[config.mk]
export PLATFORM = sky130hd
export DESIGN_NAME = svwd_top
export DESIGN_NICKNAME = d
export VERILOG_FILES = /design/src/design/svwd_top.v /design/src/design/svwd_sync.v
export VERILOG_INCLUDE_DIRS = /design/src /design/src/design
export SDC_FILE = /design/constraint.sdc
export NUM_CORES = 1
export LEC_CHECK = 0
export BUFFER_PORTS_ARGS = -buffer_cell sky130_fd_sc_hd__buf_4
export CORE_MARGIN = 1.5
export CORE_UTILIZATION = 30
export DETAILED_ROUTE_END_ITERATION = 6
export PLACE_DENSITY = 0.42
export SLEW_MARGIN = 20
export SYNTH_ARGS = -nofsm -noshare
export SYNTH_HDL_FRONTEND = slang
export SYNTH_SLANG_ARGS = --single-unit
[constraint.sdc]
create_clock -name clk -period 1.9 [get_ports clk]
set_clock_uncertainty 0.15 [all_clocks]
set_input_delay 0.19 -clock clk [delete_from_list [all_inputs] [get_ports clk]]
set_output_delay 0.19 -clock clk [all_outputs]
set_load 0.01 [all_outputs]
[src/design/svwd_regs.vh]
// timing constants and variant codes for the supervisor watchdog reset block
`ifndef SVWD_REGS_VH
`define SVWD_REGS_VH
// clock period in ns (250 MHz)
`define SVWD_CLK_NS 4
// watchdog period and reset hold period, in us
`define SVWD_WD_PERIOD_US 6300
`define SVWD_HOLD_PERIOD_US 1000
// cycle counts derived from the times above (longest time rounds down, least time rounds up)
`define SVWD_WD_CYCLES ((`SVWD_WD_PERIOD_US * 1000) / `SVWD_CLK_NS)
`define SVWD_HOLD_CYCLES ((`SVWD_HOLD_PERIOD_US * 1000 + `SVWD_CLK_NS - 1) / `SVWD_CLK_NS)
// output stage variants
`define SVWD_OUT_PUSHPULL 2'h0
`define SVWD_OUT_OPENDRAIN 2'h1
`define SVWD_OUT_BIDIR 2'h2
// synchroniser reset code (unused; each svwd_sync instance sets its own RESET_VAL, low for supply_good and watchdog_kick_oe)
`define SVWD_SYNC_RESET 2'h3
`endif

[src/design/svwd_top.v]
// supervisor reset logic: supply, manual reset and watchdog causes with reset hold
//
// How it works
// - reset is asserted whenever the supply-good input shows the supply below its threshold.
// - after the supply returns good, reset stays asserted for the full hold period.
// - a low manual_reset_n forces reset for as long as it stays low.
// - after manual_reset_n returns high, reset stays asserted for the full hold period.
// - a watchdog reset fires when watchdog_kick_in holds one level for the whole watchdog period.
// - any rising or falling edge on watchdog_kick_in clears the watchdog timer.
// - the watchdog timer is cleared whenever reset is asserted, whatever the cause.
// - the low-active output is low while reset is asserted and high otherwise.
// - the high-active output is the inverse of the low-active output.
// - on the bidirectional variant another party may pull the shared line low as a reset.
// - a watchdog reset stays asserted for the full hold period.
// - when the hold period ends and reset releases, the watchdog timer restarts from zero.
// - a floating watchdog kick is serviced internally so no watchdog reset occurs.
`timescale 1ns/1ps
`include "svwd_regs.vh"
module svwd_top #(
  parameter WD_CYCLES = `SVWD_WD_CYCLES,
  parameter HOLD_CYCLES = `SVWD_HOLD_CYCLES,
  parameter [1:0] OUT_MODE = `SVWD_OUT_PUSHPULL,
  parameter CW = 24
) (
  // clock and reset
  input wire clk,
  input wire rst,
  // supervised inputs
  input wire supply_good,
  input wire manual_reset_n,
  input wire watchdog_kick_in,
  input wire watchdog_kick_oe,
  input wire reset_line_in,
  // reset outputs
  output reg reset_out_n,
  output reg reset_out,
  output reg reset_line_oe,
  output reg reset_line_out,
  output reg watchdog_fired
);
  // ****************************************
  // input synchronisers
  // ****************************************
  wire supply_good_s;
  wire manual_s;
  wire kick_s;
  wire kick_en_s;
  wire line_s;

  svwd_sync #(.RESET_VAL(1'b0)) u_sync_supply (.clk(clk), .rst(rst), .din(supply_good), .dout(supply_good_s));
  svwd_sync #(.RESET_VAL(1'b1)) u_sync_manual (.clk(clk), .rst(rst), .din(manual_reset_n), .dout(manual_s));
  svwd_sync #(.RESET_VAL(1'b1)) u_sync_kick (.clk(clk), .rst(rst), .din(watchdog_kick_in), .dout(kick_s));
  svwd_sync #(.RESET_VAL(1'b0)) u_sync_kicken (.clk(clk), .rst(rst), .din(watchdog_kick_oe), .dout(kick_en_s));
  svwd_sync #(.RESET_VAL(1'b1)) u_sync_line (.clk(clk), .rst(rst), .din(reset_line_in), .dout(line_s));

  // ****************************************
  // reset cause and hold counter
  // ****************************************
  reg [CW-1:0] hold_q;
  reg [CW-1:0] wd_q;
  reg kick_prev_q;
  reg asserted_q;
  wire wd_expire;
  wire ext_pull;
  wire cause;

  // external pull-down seen whenever asserted_q is low, so our own drive, still in line_s just after release, counts as one
  assign ext_pull = (OUT_MODE == `SVWD_OUT_BIDIR) && !line_s && !asserted_q;
  assign cause = !supply_good_s || !manual_s || ext_pull;
  // expiry after the full period of a constant level
  assign wd_expire = (wd_q == WD_CYCLES[CW-1:0] - 1'b1) && kick_en_s && !asserted_q;

  always @(posedge clk or posedge rst) begin
    if (rst) begin
      hold_q <= {CW{1'b0}};
      asserted_q <= 1'b1;
    end else if (cause || wd_expire) begin
      // hold restarts while any cause remains
      hold_q <= {CW{1'b0}};
      asserted_q <= 1'b1;
    end else if (asserted_q) begin
      if (hold_q == HOLD_CYCLES[CW-1:0] - 1'b1) begin
        asserted_q <= 1'b0;
      end else begin
        hold_q <= hold_q + 1'b1;
      end
    end
  end

  // ****************************************
  // watchdog timer
  // ****************************************
  // a floating kick is treated as serviced; the enable input models the driver state
  always @(posedge clk or posedge rst) begin
    if (rst) begin
      wd_q <= {CW{1'b0}};
      kick_prev_q <= 1'b1;
    end else begin
      kick_prev_q <= kick_s;
      if (asserted_q || cause || wd_expire) begin
        // cleared in reset, counts from zero after release
        wd_q <= {CW{1'b0}};
      end else if (kick_s != kick_prev_q) begin
        wd_q <= {CW{1'b0}};
      end else if (!kick_en_s) begin
        wd_q <= {CW{1'b0}};
      end else begin
        wd_q <= wd_q + 1'b1;
      end
    end
  end

  // ****************************************
  // output stage
  // ****************************************
  always @(posedge clk or posedge rst) begin
    if (rst) begin
      reset_out_n <= 1'b0;
      reset_out <= 1'b1;
      reset_line_oe <= 1'b1;
      reset_line_out <= 1'b0;
      watchdog_fired <= 1'b0;
    end else begin
      reset_out_n <= !(asserted_q || cause || wd_expire);
      reset_out <= asserted_q || cause || wd_expire;
      // open-drain and bidir only sink; push-pull drives both levels
      reset_line_out <= (OUT_MODE == `SVWD_OUT_PUSHPULL) ? !(asserted_q || cause || wd_expire) : 1'b0;
      reset_line_oe <= (OUT_MODE == `SVWD_OUT_PUSHPULL) ? 1'b1 : (asserted_q || cause || wd_expire);
      watchdog_fired <= wd_expire;
    end
  end
endmodule

[src/design/svwd_sync.v]
// two-flop synchroniser for asynchronous pin inputs
`timescale 1ns/1ps
module svwd_sync #(
  parameter [0:0] RESET_VAL = 1'b1
) (
  // clock and reset
  input wire clk,
  input wire rst,
  // data
  input wire din,
  output reg dout
);
  reg meta_q;

  always @(posedge clk or posedge rst) begin
    if (rst) begin
      meta_q <= RESET_VAL;
      dout <= RESET_VAL;
    end else begin
      meta_q <= din;
      dout <= meta_q;
    end
  end
endmodule

After elaboration in Yosys (flattened, before gate mapping)
Cells that the tools add are included.

word-level totals
  input port bits = 7
  logic and storage cells = 42
  register bits = 61

operators by class
  add/subtract/negate cells = 2
  equality and inequality tests = 4
  reductions and logical operators = 12
  muxes and demuxes = 9

operators with widths
  operator                                                number
  2-to-1 mux 24 bit                                       6
  adder 24 x 1 -> 24 bit (second input constant)          2
  equality test 24 x 18 -> 1 bit (second input constant)  1
  equality test 24 x 21 -> 1 bit (second input constant)  1
  zero test 1 bit                                         4
  logical OR 1 bit                                        4
  2-to-1 mux 1 bit                                        3
  logical AND 1 bit                                       2
  inequality test 2 bit (second input constant)           1
  AND reduction 2 bit                                     1
  nonzero test 2 bit                                      1
  inequality test 1 bit                                   1

Logic depth before layout (Yosys ltp)
Gate-level depths: netlist of run 1.

  depth after elaboration = 6
  depth in mapped cells = 6

Modules after synthesis
From an unflattened synthesis of run 1, not the netlist that was laid out.

second synthesis, totals
  cells, all modules = 299
  area, all modules = 3026.7 µm²

by module, submodules not included
  module                         cells an instance  seq. area each (µm²)  area an instance (µm²)  times used
  svwd_top                       287                1330.0                2806.4                  1
  svwd_sync (u_sync_kick ...)    3                  52.6                  56.3                    2
  svwd_sync (u_sync_kicken ...)  3                  50.0                  53.8                    2

Least setup slack after synthesis of run 1
Ideal clock, no wire load.

  path kind = flip-flop to flip-flop
  start = reg wd_q[0]
  end = reg wd_q[20]
  setup time = 0.077 ns
  arrival time = 1.763 ns
  stages on the path, launching flop included = 7
  path slack = -0.091 ns
  period minus slack after synthesis = 1.991 ns
  cell sequence = dfrtp_1 ha_1 nand3_1 or2_1 clkbuf_1 or4_1 a21oi_1

on the way
  cells in the longest elaborated chain, start to end = 5

RTL lines
  element                                                                         line            text
  from (decl)                                                                     svwd_top.v:60   reg [CW-1:0] wd_q;
  from (signal assigned)                                                          svwd_top.v:96   wd_q <= {CW{1'b0}};
  from (signal assigned)                                                          svwd_top.v:102  wd_q <= {CW{1'b0}};
  from (signal assigned)                                                          svwd_top.v:104  wd_q <= {CW{1'b0}};
  parallel branches: the longest is 4 deep, another holds adder 24 x 1 -> 24 bit  --
  2-to-1 mux 24 bit (*)                                                           svwd_top.v:100  if (asserted_q || cause || wd_expire) begin

Mark *: on every way between the ends.
A chain may end at the register's enable or synchronous reset.

Worst setup path after layout of run 1
  start = reg wd_q[1]
  end = reg wd_q[21]

The elaborated chain is that of the path after synthesis.

==> impl_metrics.env, run 1 <==
export IMPL_status="completed"
export IMPL_synth_area_per_cell_um2=9.81
export IMPL_synth_most_common_cell="dfrtp_1"
export IMPL_setup_viol=0
export IMPL_met3_length_um=258
export IMPL_ant_nets=0
export IMPL_syn_inst=305
export IMPL_end_kind="register"
export IMPL_synth_seq_cells=61
export IMPL_pre_cts_ws_ps=-50.9
export IMPL_powerDensity_nw_per_um2=616
export IMPL_die_h_um=103
export IMPL_syn_nets=314
export IMPL_cp_required_ps=2020
export IMPL_crit_path_start_kind="register"
export IMPL_dieWidth_um=103
export IMPL_drive_above_1_share=0.298
export IMPL_fin_crit_sh=0.998
export IMPL_met1_length_mm=3.55
export IMPL_htreeDepth=3
export IMPL_yosys_top_cells_area="dfrtp_1, dfstp_2, o21ai_0, a21oi_1, nor2_1"
export IMPL_drcViolationCount=0
export IMPL_ys_seq_area_frac=0.513
export IMPL_holdCritPathClass="register to register"
export IMPL_clock_path_buffers=2
export IMPL_route_met2_wl_mm=3.10
export IMPL_fin_cells=515
export IMPL_clock_latency_ps=340
export IMPL_ys_warn_count=0
export IMPL_clock_fmax_mhz=527
export IMPL_syn_area_um2=2990
export IMPL_totalWireLength_mm=6.99
export IMPL_finalHoldViolCount=0
export IMPL_drt_iter0_drc=92
export IMPL_cp_max_fo=8
export IMPL_setup_ws_ps=3.92
export IMPL_cap_violations=0
export IMPL_clkTransAtPathRegs_ps=70
export IMPL_cts_tree="done"
export IMPL_worst_ep_arrival_time_ps=2010
export IMPL_yosys_area_top_type="dfrtp_1"
export IMPL_top_layer="met4"
export IMPL_synth_top_area_frac=0.452
export IMPL_dp_cells=488
export IMPL_netlist_top_cells_count="dfrtp_1, nor2_1, o21ai_0"
export IMPL_root_buffer="clkbuf_8"
export IMPL_ios=12
export IMPL_fin_nets=386
export IMPL_criticalPathCategory="register to register"
export IMPL_dp_hpwl_mm=4.83
export IMPL_fin_setup_tns_ps=0
export IMPL_viasPerCell=4.88
export IMPL_grt_pass1_wl_mm=11.7
export IMPL_grt_max_degree=62
export IMPL_area_delta_synth_final_pct=33.2
export IMPL_numClockSinks=61
export IMPL_fin_total_pwr_w=0.00245
export IMPL_avgRoutedWirePerCell_um=13.6
export IMPL_gp_congestion=0.752
export IMPL_num_vias=2511
export IMPL_antenna_found_initial=0
export IMPL_period_needed_ps=1900
export IMPL_power_leakage_nw=1.65
export IMPL_finalMaxSlewViolations=0
export IMPL_rsz0062_at_grt="true"
export IMPL_num_rows=36
export IMPL_core_um2=9730
export IMPL_dieArea_um2=10600
export IMPL_gr_total_overflow=0
export IMPL_grt_use_total=0.145
export IMPL_synth_main_ff_cell="dfrtp_1"
export IMPL_async_reset_ff_frac=1.00
export IMPL_io_buffer_count=9
export IMPL_vdd_drop_max_v=0.000362
export IMPL_antenna_cells=0
export IMPL_yosysUniqueCellTypes=39
export IMPL_synth_edf_count=0
export IMPL_start_util=0.307
export IMPL_firstDrtPassIters=4
export IMPL_cts_made_buffers=9
export IMPL_grt_pass1_vias=2399
==> layout make-up <==
| class | count | area, µm² |
|---|---|---|
| fill | 997 | 5740 |
| sequential | 61 | 1540 |
| multi-input combinational | 224 | 1460 |
| timing repair buffer | 76 | 632 |
| tap | 133 | 166 |
| clock buffer | 12 | 155 |
| clock inverter | 4 | 22.5 |
| inverter | 5 | 18.8 |
==> cell families (layout without fill, tap and decap cells) <==
group / Yosys count / count (layout) / share of synthesized area
adders and majority gates: 2 / 2 / 0.00836
muxes: 5 / 5 / 0.0167
other: 1 / 1 / 0.00125
and+or+nand+nor: 136 / 136 / 0.261
AOI/OAI and AO/OA: 62 / 62 / 0.118
buffers and inverters: 20 / 97 / 0.0293
xor gates and xnor gates: 18 / 18 / 0.0527
DFF: 61 / 61 / 0.513
==> final timing paths <==
check                                                from                            to  slack [ps]  cells past startpoint
max                                     wd_q[1]$_DFF_PP0_            wd_q[21]$_DFF_PP0_           4                      5
min                        u_sync_kicken.meta_q$_DFF_PP0_  u_sync_kicken.dout$_DFF_PP0_         200                      0
max reg2reg                             wd_q[1]$_DFF_PP0_            wd_q[21]$_DFF_PP0_           4                      5
min reg2reg                u_sync_kicken.meta_q$_DFF_PP0_  u_sync_kicken.dout$_DFF_PP0_         200                      0
max in group asynchronous                             rst    u_sync_kick.dout$_DFF_PP1_         960                      4
min in group asynchronous                             rst        hold_q[22]$_DFFE_PP0P_         330                      4
==> power breakdown <==
group / leakage [nW] / internal (W) / switching, W
combinational: 0.743 / 0.0000336 / 0.0000479
sequential: 0.818 / 0.00131 / 0.00000458
clock: 0.0921 / 0.000538 / 0.000515
==> sequential cells by signal, indices dropped and copies added (netlist names) <==
register / count
reset_out: 1
u_sync_kick.meta_q: 1
u_sync_kick.dout: 1
u_sync_supply.dout: 1
kick_prev_q: 1
u_sync_manual.meta_q: 1
asserted_q: 1
u_sync_manual.dout: 1
watchdog_fired: 1
u_sync_supply.meta_q: 1
u_sync_kicken.dout: 1
reset_line_out: 1
wd_q: 24
hold_q: 24
u_sync_kicken.meta_q: 1
==> worst max-delay path, stage by stage (launching register included) <==
cell	delay (ps)
dfrtp_1	400
buf_6	120
nand4_1	140
or4_4	500
or3_4	390
a21oi_2	130
==> cell usage in the layout (no fill, tap or decap), drive strengths merged, types with 3 or more instances in the layout <==
master       synthesis  final
a21oi               24     24
and3                 8      8
and4                10     10
buf                  6     71
clkbuf               9     12
clkinv               0      3
dfrtp               54     54
dfstp                7      7
dlygate4sd3          0      5
inv                  5      5
mux2i                5      5
nand2               13     13
nand3               17     17
nand4               17     17
nor2                28     28
nor3                 6      6
nor4                 3      3
o211ai               7      7
o21ai               24     24
o31ai                4      4
or2                  3      3
or3                 16     16
or4                  6      6
xnor2                7      7
xor2                11     11
==> layer usage <==
layer	vias up	track usage
met1	1191	0.203
met5	-	0
li1	1276	-
met4	0	0.0499
met3	8	0.0373
met2	36	0.220
==> per-stage QoR <==
| stage | utilization | hold WS (ps) | area, µm² |
|---|---|---|---|
| 2_1_floorplan | - | 44.5 | 3030 |
| 3_3_place_gp | 0.373 | 146 | 3630 |
| 3_5_place_dp | 0.373 | 146 | 3630 |
| 4_1_cts | 0.399 | 203 | 3880 |
| 5_1_grt | 0.410 | 209 | 3990 |
| 6_report | 0.410 | 200 | 3990 |
==> repair_timing <==
action	in CTS	in global routing
pin swaps	0	10
hold buffers	5	0
resized for setup	5	19
setup endpoints to repair	26	51
cloned	0	1
buffers inserted	1	4
endpoints found under the hold margin	58	0
(Power assumes the default switching activity.)
==> run 2, diff against run 1 <==
--- a/config.mk
+++ b/config.mk
@@ -9,8 +9,9 @@
 export BUFFER_PORTS_ARGS = -buffer_cell sky130_fd_sc_hd__buf_4
 export CORE_MARGIN = 1.5
 export CORE_UTILIZATION = 30
+export CTS_CLUSTER_SIZE = 24
 export DETAILED_ROUTE_END_ITERATION = 6
-export PLACE_DENSITY = 0.42
+export PLACE_DENSITY = 0.41
 export SLEW_MARGIN = 20
 export SYNTH_ARGS = -nofsm -noshare
 export SYNTH_HDL_FRONTEND = slang
==> constraint.sdc (replaced) <==
create_clock -name clk -period 2.4 [get_ports clk]
set_clock_uncertainty 0.15 [all_clocks]
set_input_delay 0.24 -clock clk [delete_from_list [all_inputs] [get_ports clk]]
set_output_delay 0.24 -clock clk [all_outputs]
set_load 0.01 [all_outputs]
==> run 2 against run 1 <==
Net effect: sequential share of layout area grew 5.0 points; register-to-register slack better by 180 ps; worst hold slack is essentially flat; utilization is 4.7 points lower; combinational power shrank 22%; via count down 5.1%; maximum frequency fell by 14%; routed wire length down 5.1%; critical endpoint is now wd_q[20]$_DFF_PP0_; largest cell class unchanged; largest power group unchanged.
==> impl_metrics.env, run 2 (synthesis results as in run 1) <==
export IMPL_vdd_drop_max_v=0.000311
export IMPL_drt_iter0_drc=104
export IMPL_cts_made_buffers=9
export IMPL_combPwrFrac=0.032
export IMPL_cts_resized_gates=0
export IMPL_met3_length_um=252
export IMPL_die_h_um=103
export IMPL_crit_path_start_kind="register"
export IMPL_criticalPathCategory="register to register"
export IMPL_root_buffer="clkbuf_8"
export IMPL_powerDensity_nw_per_um2=571
export IMPL_final_area_um2=3530
export IMPL_clock_fmax_mhz=452
export IMPL_p_sw_w=0.000445
export IMPL_antenna_found_initial=0
export IMPL_start_util=0.307
export IMPL_route_met2_wl_mm=2.88
export IMPL_worst_ep_arrival_time_ps=2320
export IMPL_area_delta_synth_final_pct=17.9
export IMPL_swShare=0.221
export IMPL_met1_length_mm=3.44
export IMPL_pwr_share_seq=0.520
export IMPL_finalHoldViolCount=0
export IMPL_top_layer="met4"
export IMPL_fin_nets=336
export IMPL_layout_common_cells="dfrtp_1, nor2_1, o21ai_0, a21oi_1, buf_4"
export IMPL_grt_use_total=0.144
export IMPL_io_buffer_count=9
export IMPL_firstDrtPassIters=4
export IMPL_place_area_um2=3280
export IMPL_dieArea_um2=10600
export IMPL_p_clk_frac=0.449
export IMPL_finalMaxSlewViolations=0
export IMPL_num_vias=2383
export IMPL_reg_top3="hold_q (24), wd_q (24)"
export IMPL_totalWireLength_mm=6.63
export IMPL_num_rows=36
export IMPL_htreeDepth=3
export IMPL_cts_tree="done"
export IMPL_end_kind="register"
export IMPL_fin_crit_sh=0.922
export IMPL_fin_setup_tns_ps=0
export IMPL_rsz0062_at_grt="false"
export IMPL_dieWidth_um=103
export IMPL_cp_max_fo=11
export IMPL_fillers=1015
export IMPL_cp_required_ps=2510
export IMPL_layout_commonest_cell="dfrtp_1"
export IMPL_power_leakage_nw=1.39
export IMPL_dp_hpwl_mm=4.49
export IMPL_period_needed_ps=2210
export IMPL_ios=12
export IMPL_internal_power_w=0.00157
export IMPL_clkTransAtPathRegs_ps=70
export IMPL_numClockSinks=61
export IMPL_grt_pass1_vias=2256
export IMPL_final_util=0.362
export IMPL_clock_latency_ps=340
export IMPL_viasPerCell=5.12
export IMPL_core_um2=9730
export IMPL_avgRoutedWirePerCell_um=14.3
export IMPL_grt_max_degree=27
export IMPL_status="completed"
export IMPL_gr_total_overflow=0
export IMPL_setup_viol=0
export IMPL_holdCritPathClass="register to register"
export IMPL_clock_path_buffers=2
export IMPL_grt_pass1_wl_mm=11.4
export IMPL_drcViolationCount=0
export IMPL_cap_violations=0
export IMPL_drive_above_1_share=0.151
export IMPL_gp_congestion=0.742
export IMPL_antenna_cells=0
export IMPL_ant_nets=0
run 2: worst paths after layout:
kind,slack (ps),depth (start not counted),endpoint,start
max in group asynchronous,1180,4,u_sync_manual.meta_q$_DFF_PP1_,rst
hold / removal,200,0,u_sync_kicken.dout$_DFF_PP0_,u_sync_kicken.meta_q$_DFF_PP0_
hold reg to reg,200,0,u_sync_kicken.dout$_DFF_PP0_,u_sync_kicken.meta_q$_DFF_PP0_
setup / recovery,190,5,wd_q[20]$_DFF_PP0_,wd_q[0]$_DFF_PP0_
min in group asynchronous,340,3,hold_q[16]$_DFFE_PP0P_,rst
setup reg to reg,190,5,wd_q[20]$_DFF_PP0_,wd_q[0]$_DFF_PP0_
run 2: worst max-delay path: stages, from the launching register on:
cell and delay, ps:
dfrtp_1 430, ha_1 300, nand3_1 170, or2_1 380, or4_1 540, a21oi_1 160
run 2: through the flow:
step / hold slack, ps / power, W / worst slack [ps] / instances
after floorplan: 94.5 / 0.00110 / 409 / 305
after global placement: 160 / 0.00112 / 244 / 444
after detailed placement: 151 / 0.00112 / 196 / 444
after CTS: 205 / 0.00205 / 174 / 465
after global routing: 208 / 0.00211 / 9.39 / 465
final: 200 / 0.00201 / 187 / 465
run 2: power groups by stage:
stage          Clock, W  Combinational [W]  Sequential, W
3_3_place_gp          0          0.0000600        0.00106
6_report       0.000903          0.0000636        0.00105
2_1_floorplan         0          0.0000320        0.00106
4_1_cts        0.000936          0.0000659        0.00105
3_5_place_dp          0          0.0000593        0.00106
5_1_grt        0.000987          0.0000740        0.00105
run 2: layout make-up:
type                            count  area [µm²]  share of cell area
Tap cell                          133         166              0.0472
Inverter                            5        18.8             0.00532
Timing Repair Buffer               26         245              0.0696
Multi-Input combinational cell    224        1370               0.388
Sequential cell                    61        1540               0.435
Clock inverter                      5        50.0              0.0142
Clock buffer                       11         141              0.0401
run 2: metal layers:
layer	vias to the layer above	GRT usage
li1	1172	-
met1	1171	0.208
met2	35	0.204
met3	5	0.0366
met4	0	0.0593
met5	-	0
run 2: repair_timing:
action,CTS,global route
hold buffers,5,0
setup endpoints to repair,0,0
endpoints found under the hold margin,20,0
setup buffers,0,0
